--- src/tms_defs.vh ---
/*
 * constants of the two-timer trigger linkage: register word indices, field
 * positions, mode encodings, reset values and the alignment delay.
 * assumes word-aligned byte addresses on the plain register port.
 */
`ifndef TMS_DEFS_VH
`define TMS_DEFS_VH

// ----------------------------------------------------------------------
// address decode
// ----------------------------------------------------------------------
`define TMS_ADDR_W 8
`define TMS_IDX_RANGE 4:2
`define TMS_SEL_BIT 5
`define TMS_TOP_RANGE 7:6
`define TMS_TOP_OK 2'h0

// ----------------------------------------------------------------------
// word indices inside one timer (byte address = base + 4 * index)
// ----------------------------------------------------------------------
`define TMS_REG_CTRL 3'h0
`define TMS_REG_MODE 3'h1
`define TMS_REG_EVENT 3'h2
`define TMS_REG_COUNT 3'h3
`define TMS_REG_PRESC 3'h4
`define TMS_REG_RELOAD 3'h5
`define TMS_REG_CMP1 3'h6
`define TMS_REG_FLAG 3'h7

// ----------------------------------------------------------------------
// fields
// ----------------------------------------------------------------------
`define TMS_CTRL_RUN 0
`define TMS_CTRL_ALIGN 1
`define TMS_EVENT_UG 0
`define TMS_FLAG_TRIG 0
`define TMS_MODE_W 20
`define TMS_MODE_MMS 2:0
`define TMS_MODE_TS 6:4
`define TMS_MODE_SMS 10:8
`define TMS_MODE_ETS 13:12
`define TMS_MODE_ETP 14
`define TMS_MODE_ECE 15
`define TMS_MODE_MSKEN 16
`define TMS_MODE_CCP 17
`define TMS_MODE_ETPS 19:18
`define TMS_CNT_W 16
`define TMS_CNT_RANGE 15:0
`define TMS_MMS_CMP_BIT 2

// ----------------------------------------------------------------------
// encodings
// ----------------------------------------------------------------------
`define TMS_MMS_RESET 3'h0
`define TMS_MMS_ENABLE 3'h1
`define TMS_MMS_UPDATE 3'h2
`define TMS_TS_ITR 3'h0
`define TMS_TS_CH1 3'h5
`define TMS_TS_EXTF 3'h7
`define TMS_SMS_RESET 3'h4
`define TMS_SMS_GATED 3'h5
`define TMS_SMS_TRIG 3'h6
`define TMS_SMS_EXT1 3'h7
`define TMS_ETS_OWN 2'h0
`define TMS_ETS_OTHER 2'h1

// ----------------------------------------------------------------------
// reset values and timing
// ----------------------------------------------------------------------
`define TMS_RST_MODE 20'h00000
`define TMS_RST_CNT 16'h0000
`define TMS_RST_RELOAD 16'hFFFF
`define TMS_ALIGN_DLY 3

`endif

--- src/tms_timer_pair.v ---
/*
 * two linked general-purpose timers: master trigger output, slave trigger
 * input selection, gated / trigger / external clock 1 / reset slave modes,
 * external trigger conditioning, and the plain register port.
 * assumes all inputs synchronous to i_clk (peripheral clock), one access
 * per strobe, read data taken in the cycle after the read strobe.
 */
`include "tms_defs.vh"
`timescale 1ns/100ps
`default_nettype none

module tms_timer (
	input wire i_clk,
	input wire i_rst_b,
	input wire i_wr,
	input wire [2:0] i_idx,
	input wire [31:0] i_wdata,
	input wire i_internal_trigger_in,
	input wire i_channel1_input,
	input wire i_own_clock_pin,
	input wire i_other_clock_pin,
	input wire i_clock_mask_pin,
	output reg [31:0] o_rd_word,
	output reg o_trigger_out_q,
	output reg o_compare_output_q
);

	function rise;
		input cur;
		input prev;
		begin
			rise = cur & ~prev;
		end
	endfunction

	function wr_sel;
		input wr;
		input [2:0] idx;
		input [2:0] which;
		begin
			wr_sel = wr & (idx == which);
		end
	endfunction

	// ----------------------------------------------------------------------
	// register write decode
	// ----------------------------------------------------------------------
	wire wr_ctrl = wr_sel(i_wr, i_idx, `TMS_REG_CTRL);
	wire wr_mode = wr_sel(i_wr, i_idx, `TMS_REG_MODE);
	wire wr_event = wr_sel(i_wr, i_idx, `TMS_REG_EVENT);
	wire wr_count = wr_sel(i_wr, i_idx, `TMS_REG_COUNT);
	wire wr_presc = wr_sel(i_wr, i_idx, `TMS_REG_PRESC);
	wire wr_reload = wr_sel(i_wr, i_idx, `TMS_REG_RELOAD);
	wire wr_cmp1 = wr_sel(i_wr, i_idx, `TMS_REG_CMP1);
	wire wr_flag = wr_sel(i_wr, i_idx, `TMS_REG_FLAG);

	reg run_q;
	reg align_q;
	reg [`TMS_MODE_W-1:0] mode_q;
	reg [`TMS_CNT_RANGE] cnt_q;
	reg [`TMS_CNT_RANGE] psc_q;
	reg [`TMS_CNT_RANGE] pscc_q;
	reg [`TMS_CNT_RANGE] arr_q;
	reg [`TMS_CNT_RANGE] ccr_q;
	reg flag_q;
	reg slv_trg_q;
	reg slv_trg_prev_q;
	reg ext_q;
	reg ext_prev_q;
	reg [2:0] etps_cnt_q;
	reg ext_cond_q;
	reg ext_filt_q;
	reg [`TMS_ALIGN_DLY-1:0] en_sr_q;

	wire [2:0] mms = mode_q[`TMS_MODE_MMS];
	wire [2:0] ts = mode_q[`TMS_MODE_TS];
	wire [2:0] sms = mode_q[`TMS_MODE_SMS];
	wire [1:0] ets = mode_q[`TMS_MODE_ETS];
	wire [1:0] etps = mode_q[`TMS_MODE_ETPS];

	// ----------------------------------------------------------------------
	// slave trigger input
	// ----------------------------------------------------------------------
	reg trg_sel;
	always @* begin
		case (ts)
			`TMS_TS_ITR: trg_sel = i_internal_trigger_in;
			`TMS_TS_CH1: trg_sel = i_channel1_input;
			`TMS_TS_EXTF: trg_sel = ext_filt_q;
			default: trg_sel = 1'b0;
		endcase
	end

	// one resync stage: the receiver sees a pulse one clock after it leaves
	wire trg_rise = rise(slv_trg_q, slv_trg_prev_q);
	wire trg_fall = rise(slv_trg_prev_q, slv_trg_q);

	// ----------------------------------------------------------------------
	// external trigger conditioning
	// ----------------------------------------------------------------------
	reg ext_src;
	always @* begin
		case (ets)
			`TMS_ETS_OWN: ext_src = i_own_clock_pin;
			`TMS_ETS_OTHER: ext_src = i_other_clock_pin &
				(~mode_q[`TMS_MODE_MSKEN] | i_clock_mask_pin);
			default: ext_src = 1'b0;
		endcase
	end

	wire ext_edge = rise(ext_q, ext_prev_q);
	wire [2:0] etps_lim = (3'h1 << etps) - 3'h1;

	// ----------------------------------------------------------------------
	// counting control
	// ----------------------------------------------------------------------
	wire ug = wr_event & i_wdata[`TMS_EVENT_UG];
	wire gated = (sms == `TMS_SMS_GATED);
	wire en = run_q & (~gated | slv_trg_q);
	// align mode holds the prescaler back until slaves have resynced
	wire psc_en = align_q ? en_sr_q[`TMS_ALIGN_DLY-1] : en;
	wire tick = (sms == `TMS_SMS_EXT1) ? trg_rise :
		(mode_q[`TMS_MODE_ECE] ? ext_filt_q : 1'b1);
	wire reinit = ug | ((sms == `TMS_SMS_RESET) & trg_rise);
	wire step = psc_en & tick & (pscc_q == psc_q);
	wire ovf = step & (cnt_q == arr_q);
	wire upd_evt = reinit | ovf;
	wire trg_start = (sms == `TMS_SMS_TRIG) & trg_rise;
	wire cmp_ref = (cnt_q < ccr_q);
	wire flag_set = gated ? (trg_rise | trg_fall) : trg_rise;

	reg trigger_out_d;
	always @* begin
		case (mms)
			`TMS_MMS_RESET: trigger_out_d = reinit;
			`TMS_MMS_ENABLE: trigger_out_d = en;
			`TMS_MMS_UPDATE: trigger_out_d = upd_evt;
			default: trigger_out_d = mms[`TMS_MMS_CMP_BIT] & cmp_ref;
		endcase
	end

	// ----------------------------------------------------------------------
	// registers
	// ----------------------------------------------------------------------
	always @(posedge i_clk) begin
		if (!i_rst_b) begin
			run_q <= 1'b0;
			align_q <= 1'b0;
			mode_q <= `TMS_RST_MODE;
			psc_q <= `TMS_RST_CNT;
			arr_q <= `TMS_RST_RELOAD;
			ccr_q <= `TMS_RST_CNT;
			flag_q <= 1'b0;
		end else begin
			if (trg_start) begin
				run_q <= 1'b1;
			end else if (wr_ctrl) begin
				run_q <= i_wdata[`TMS_CTRL_RUN];
			end
			if (wr_ctrl) begin
				align_q <= i_wdata[`TMS_CTRL_ALIGN];
			end
			if (wr_mode) begin
				mode_q <= i_wdata[`TMS_MODE_W-1:0];
			end
			if (wr_presc) begin
				psc_q <= i_wdata[`TMS_CNT_RANGE];
			end
			if (wr_reload) begin
				arr_q <= i_wdata[`TMS_CNT_RANGE];
			end
			if (wr_cmp1) begin
				ccr_q <= i_wdata[`TMS_CNT_RANGE];
			end
			// a set in the clearing cycle wins
			if (flag_set) begin
				flag_q <= 1'b1;
			end else if (wr_flag && i_wdata[`TMS_FLAG_TRIG]) begin
				flag_q <= 1'b0;
			end
		end
	end

	// counter and prescaler keep their values unless reinitialised, loaded or stepped
	always @(posedge i_clk) begin
		if (!i_rst_b) begin
			cnt_q <= `TMS_RST_CNT;
			pscc_q <= `TMS_RST_CNT;
		end else begin
			if (wr_count) begin
				cnt_q <= i_wdata[`TMS_CNT_RANGE];
			end else if (reinit) begin
				cnt_q <= `TMS_RST_CNT;
			end else if (step) begin
				cnt_q <= ovf ? `TMS_RST_CNT : cnt_q + 16'h0001;
			end
			if (reinit) begin
				pscc_q <= `TMS_RST_CNT;
			end else if (psc_en & tick) begin
				pscc_q <= (pscc_q == psc_q) ? `TMS_RST_CNT : pscc_q + 16'h0001;
			end
		end
	end

	always @(posedge i_clk) begin
		if (!i_rst_b) begin
			slv_trg_q <= 1'b0;
			slv_trg_prev_q <= 1'b0;
			ext_q <= 1'b0;
			ext_prev_q <= 1'b0;
			etps_cnt_q <= 3'h0;
			ext_cond_q <= 1'b0;
			ext_filt_q <= 1'b0;
			en_sr_q <= {`TMS_ALIGN_DLY{1'b0}};
			o_trigger_out_q <= 1'b0;
			o_compare_output_q <= 1'b0;
		end else begin
			slv_trg_q <= trg_sel;
			slv_trg_prev_q <= slv_trg_q;
			ext_q <= ext_src ^ mode_q[`TMS_MODE_ETP];
			ext_prev_q <= ext_q;
			if (ext_edge) begin
				etps_cnt_q <= (etps_cnt_q == etps_lim) ? 3'h0 : etps_cnt_q + 3'h1;
			end
			ext_cond_q <= ext_edge & (etps_cnt_q == etps_lim);
			// filter stage: a single retiming flop, no programmable length
			ext_filt_q <= ext_cond_q;
			en_sr_q <= {en_sr_q[`TMS_ALIGN_DLY-2:0], en};
			o_trigger_out_q <= trigger_out_d;
			o_compare_output_q <= cmp_ref ^ mode_q[`TMS_MODE_CCP];
		end
	end

	// ----------------------------------------------------------------------
	// read view
	// ----------------------------------------------------------------------
	always @* begin
		case (i_idx)
			`TMS_REG_CTRL: o_rd_word = {30'h0, align_q, run_q};
			`TMS_REG_MODE: o_rd_word = {12'h000, mode_q};
			`TMS_REG_COUNT: o_rd_word = {16'h0000, cnt_q};
			`TMS_REG_PRESC: o_rd_word = {16'h0000, psc_q};
			`TMS_REG_RELOAD: o_rd_word = {16'h0000, arr_q};
			`TMS_REG_CMP1: o_rd_word = {16'h0000, ccr_q};
			`TMS_REG_FLAG: o_rd_word = {31'h0, flag_q};
			default: o_rd_word = 32'h00000000;
		endcase
	end

endmodule

module tms_timer_pair (
	input wire i_clk,
	input wire i_rst_b,
	input wire [`TMS_ADDR_W-1:0] i_addr,
	input wire [31:0] i_wdata,
	input wire i_we,
	input wire i_re,
	output reg [31:0] o_rdata,
	input wire [1:0] i_channel1_input,
	input wire [1:0] i_external_clock_pin,
	input wire [1:0] i_clock_mask_pin,
	output wire [1:0] o_trigger_out,
	output wire [1:0] o_compare_output
);

	wire valid = (i_addr[`TMS_TOP_RANGE] == `TMS_TOP_OK);
	wire sel = i_addr[`TMS_SEL_BIT];
	wire [2:0] idx = i_addr[`TMS_IDX_RANGE];
	wire [31:0] rd0;
	wire [31:0] rd1;

	// ----------------------------------------------------------------------
	// the two timers, each triggered by the other
	// ----------------------------------------------------------------------
	tms_timer u_tim0 (
		.i_clk(i_clk),
		.i_rst_b(i_rst_b),
		.i_wr(i_we & valid & ~sel),
		.i_idx(idx),
		.i_wdata(i_wdata),
		.i_internal_trigger_in(o_trigger_out[1]),
		.i_channel1_input(i_channel1_input[0]),
		.i_own_clock_pin(i_external_clock_pin[0]),
		.i_other_clock_pin(i_external_clock_pin[1]),
		.i_clock_mask_pin(i_clock_mask_pin[0]),
		.o_rd_word(rd0),
		.o_trigger_out_q(o_trigger_out[0]),
		.o_compare_output_q(o_compare_output[0])
	);

	tms_timer u_tim1 (
		.i_clk(i_clk),
		.i_rst_b(i_rst_b),
		.i_wr(i_we & valid & sel),
		.i_idx(idx),
		.i_wdata(i_wdata),
		.i_internal_trigger_in(o_trigger_out[0]),
		.i_channel1_input(i_channel1_input[1]),
		.i_own_clock_pin(i_external_clock_pin[1]),
		.i_other_clock_pin(i_external_clock_pin[0]),
		.i_clock_mask_pin(i_clock_mask_pin[1]),
		.o_rd_word(rd1),
		.o_trigger_out_q(o_trigger_out[1]),
		.o_compare_output_q(o_compare_output[1])
	);

	// ----------------------------------------------------------------------
	// read data, one cycle after the strobe; unmapped reads return zero
	// ----------------------------------------------------------------------
	always @(posedge i_clk) begin
		if (!i_rst_b) begin
			o_rdata <= 32'h00000000;
		end else if (i_re && valid) begin
			o_rdata <= sel ? rd1 : rd0;
		end else begin
			o_rdata <= 32'h00000000;
		end
	end

endmodule

`default_nettype wire

--- config.mk ---
export PLATFORM = sky130hd
export DESIGN_NAME = tms_timer_pair
export DESIGN_NICKNAME = d
export VERILOG_FILES = /design/src/tms_timer_pair.v
export VERILOG_INCLUDE_DIRS = /design/src
export SDC_FILE = /design/constraint.sdc
export NUM_CORES = 1
export LEC_CHECK = 0
export BUFFER_PORTS_ARGS = -buffer_cell sky130_fd_sc_hd__buf_2
export CAP_MARGIN = 25
export CORE_ASPECT_RATIO = 0.9
export CORE_MARGIN = 2
export CORE_UTILIZATION = 55
export CTS_CLUSTER_DIAMETER = 50
export DETAILED_ROUTE_END_ITERATION = 10
export HOLD_SLACK_MARGIN = 0.08
export PLACE_DENSITY = 0.76
export SLEW_MARGIN = 40
export SYNTH_ARGS = -nofsm -noshare
export SYNTH_HDL_FRONTEND = slang
export SYNTH_SLANG_ARGS = --single-unit
--- constraint.sdc ---
create_clock -name i_clk -period 1.8 [get_ports i_clk]
set_input_delay 0 -clock i_clk [delete_from_list [all_inputs] [get_ports i_clk]]
set_output_delay 0 -clock i_clk [all_outputs]
set_load 0.03 [all_outputs]
==> flow_summary.json <==
{
  "outcome": "finished with violations",
  "violations": "setup timing",
  "peakVddDrop_mv": 0.978,
  "fmax_ghz": 0.501,
  "synth.top_cell.area_share": 0.387,
  "dpl_cell_area_sq_um": 15600,
  "finalCritPeriodShare": 1.11,
  "grt_max_degree": 65,
  "power.switching_mw": 3.18,
  "rsz0062_at_grt": "true",
  "synth_seq_cells": 254,
  "cts.clk_slew.worst_paths_ps": 60,
  "via_per_inst": 6.23,
  "synth_flop_cell": "dfxtp_1",
  "clock_latency_ps": 550,
  "drc": 0,
  "grt-ovfl-total": 0,
  "rows": 53,
  "synth.avg_cell_area_sq_um": 7.89,
  "num_io_pins": 86,
  "clkSinkCount": 254,
  "combPwrFrac": 0.084,
  "drtIter0Drc": 1999,
  "hold_start": "i_re",
  "maxCapViolCount": 0,
  "clkPwrFrac": 0.464,
  "yosysWarnings": 0,
  "globalplace.congestion": 0.998,
  "yosysSeqAreaShare": 0.387,
  "firstDrtPassIters": 5,
  "crit_path_cell_trace": "xnor2_1, nand4_1, nor4_4, buf_4, a21oi_4, or2_1, a221oi_2",
  "whs_ps": 110,
  "cpLargestDelayFamily": "simple AND/OR/NAND/NOR gates",
  "nNetsFinal": 2050,
  "chipWidth_um": 167,
  "grt_pass1_vias": 13200,
  "clock_path_buffers": 3,
  "yosys-top-cells-area": "dfxtp_1, nand2_1, a21oi_1",
  "antenna_found_initial": 0,
  "crit_path_start_kind": "register",
  "start_util": 0.561,
  "crit_path_max_fanout": 4,
  "wire_per_inst_um": 22.1,
  "cpMaxStageDelayCell": "nor4_4",
  "cp.buffers_inverters": 1,
  "period_minus_slack_ps": 2000,
  "io_buffers": 59,
  "worstPathArrival_ps": 2460,
  "nFillCells": 1597,
  "end_kind": "register",
  "vias": 14200,
  "timing.rr.start": "u_tim1.pscc_q[1]",
  "ant_nets": 0,
  "cts_tree": "yes",
  "cp_data_required_time_ps": 2260,
  "htree_num_levels": 1,
  "finalSetupViolCount": 65,
  "switching_share": 0.253,
  "leakagePower_nw": 7.02,
  "die_area_sq_um": 25100,
  "slew_headroom": 0.505,
  "track_usage": 0.382,
  "tightest_slew_ps": 740,
  "worst-setup-path-type": "register to register",
  "syn-cell-area_sq_um": 13100,
  "fin_cells": 2286,
  "cts_root_buf": "clkbuf_16",
  "syn_inst": 1665,
  "clock_skew_ps": 14.6,
  "final_area_sq_um": 18000,
  "layout_setup_ws_ps": -197,
  "diodes": 0,
  "core_region_area_sq_um": 23400,
  "intPower_mw": 9.43,
  "power_mw": 12.6,
  "async_reset_ff_frac": 0,
  "syn_to_final_growth_pct": 37.3,
  "powerDensity_nw_per_um2": 699,
  "dp_hpwl_mm": 34.0,
  "die_height_um": 151,
  "startpoint": "u_tim1.pscc_q[1]",
  "cpPeakStageDelay_ps": 450,
  "drt_wl_total_mm": 50.4,
  "hp-class": "input port to register",
  "synth_top_cell_by_area": "dfxtp_1",
  "dp_cells": 2180,
  "drive_above_1_share": 0.319,
  "pwr-share-seq": 0.452,
  "synth.distinct_cells": 74,
  "synth_enable_flop_cells": 0,
  "cts_inserted_buffers": 29,
  "grt_pass1_wl_mm": 75.1,
  "slew_viol_final": 0,
  "hold_viol": 0
}
==> power groups by stage <==
stage	clock, mW	sequential, mW	combinational, mW
2_1_floorplan	0	5.83	0.488
5_1_grt	6.07	5.70	1.10
3_5_place_dp	0	5.83	0.872
3_3_place_gp	0	5.82	0.863
6_report	5.85	5.69	1.06
4_1_cts	5.85	5.70	0.980
==> Yosys cell counts (all sizes together), types with 6 or more instances <==
master and instances:
nand2 373, dfxtp 254, a21oi 174, nor2 101, clkbuf 82, xnor2 71
nand3 59, a22oi 53, buf 48, inv 48, ha 38, o21ai 37
nor3 35, nand4 33, xor2 31, a221oi 20, and2 18, a31oi 17
mux2i 16, a22o 15, a31o 15, a21o 13, nor4 12, nand2b 10
and3 9, o22ai 9, nand3b 8, o211ai 7, nor2b 6
==> cells in the final DEF (no fill, tap or decap), types with 28 or more instances in the layout <==
master and n:
nand2_1 369, buf_4 253, dfxtp_1 201, a21oi_1 157, nor2_1 80, buf_2 59
nand3_1 55, xnor2_1 50, inv_1 47, dfxtp_2 45, a22oi_1 34, dlygate4sd3_1 34
nand4_1 32, nor3_1 29, clkbuf_16 29, xor2_1 28
==> path summary, 6_finish.rpt <==
check,end,slack [ps],cells after the start
worst max-delay path,u_tim1.cnt_q[8],-200,7
worst min-delay path,o_rdata[16],110,5
worst max register to register,u_tim1.cnt_q[8],-200,7
worst min register to register,u_tim0.en_sr_q[2],430,1
==> tightest hold or removal path, delay by kind of cell <==
kind / cells / cell delay, ps
and+or+nand+nor: 3 / 390
buffers and inverters: 2 / 220
==> per-stage QoR <==
| step | setup TNS, ps | utilization | worst slack, ps |
|---|---|---|---|
| 3_5_place_dp | -8660 | 0.666 | -332 |
| 2_1_floorplan | -194 | - | -30.8 |
| 5_1_grt | -13250 | 0.770 | -274 |
| 4_1_cts | -3400 | 0.742 | -126 |
| 3_3_place_gp | -7980 | 0.666 | -286 |
| 6_report | -7410 | 0.770 | -197 |
==> metal layers <==
metal  up-vias  track usage  wire length, um
met5         -            0                0
met1      6720        0.512            20000
met3       199        0.122             6630
met4         0        0.138             2430
met2       986        0.580            21300
li1       6332            -                -
==> cell type report <==
cell class	instances	area, sq um	share of cell area
clock inverter	13	120	0.00666
clock buffer	40	827	0.0459
tap	302	378	0.0210
multi-input combinational	1244	8210	0.455
timing repair buffer	384	3140	0.174
sequential	254	5170	0.287
inverter	49	186	0.0103
==> registers in the layout, summed over array words and instances, names as in the netlist, 3 cells and up <==
| register | cells |
|---|---|
| u_tim0.en_sr_q | 3 |
| u_tim1.ccr_q | 16 |
| u_tim1.arr_q | 16 |
| u_tim1.en_sr_q | 3 |
| u_tim1.psc_q | 16 |
| u_tim0.psc_q | 16 |
| u_tim0.pscc_q | 16 |
| u_tim1.cnt_q | 16 |
| u_tim1.etps_cnt_q | 3 |
| u_tim0.etps_cnt_q | 3 |
| u_tim0.arr_q | 16 |
| u_tim1.pscc_q | 16 |
| u_tim0.ccr_q | 16 |
| u_tim0.cnt_q | 16 |
| u_tim1.mode_q | 20 |
| o_rdata | 20 |
| u_tim0.mode_q | 20 |
==> cell families after synthesis <==
| kind of cell | Yosys count | share of synthesized area |
|---|---|---|
| compound gates | 378 | 0.186 |
| xor+xnor | 102 | 0.0692 |
| fa+ha+maj | 38 | 0.0362 |
| buf+inv | 179 | 0.0609 |
| flops | 254 | 0.387 |
| mux | 20 | 0.0156 |
| other cells | 1 | 0.000286 |
| simple gates | 693 | 0.245 |
==> what timing repair did <==
item,in CTS,in global routing
gates resized for setup,110,128
pin swaps,54,54
hold buffers,33,2
buffers inserted,11,8
setup endpoints to repair,64,85
hold endpoints to repair,199,8
gates cloned,2,0
(Power assumes the default switching activity.)
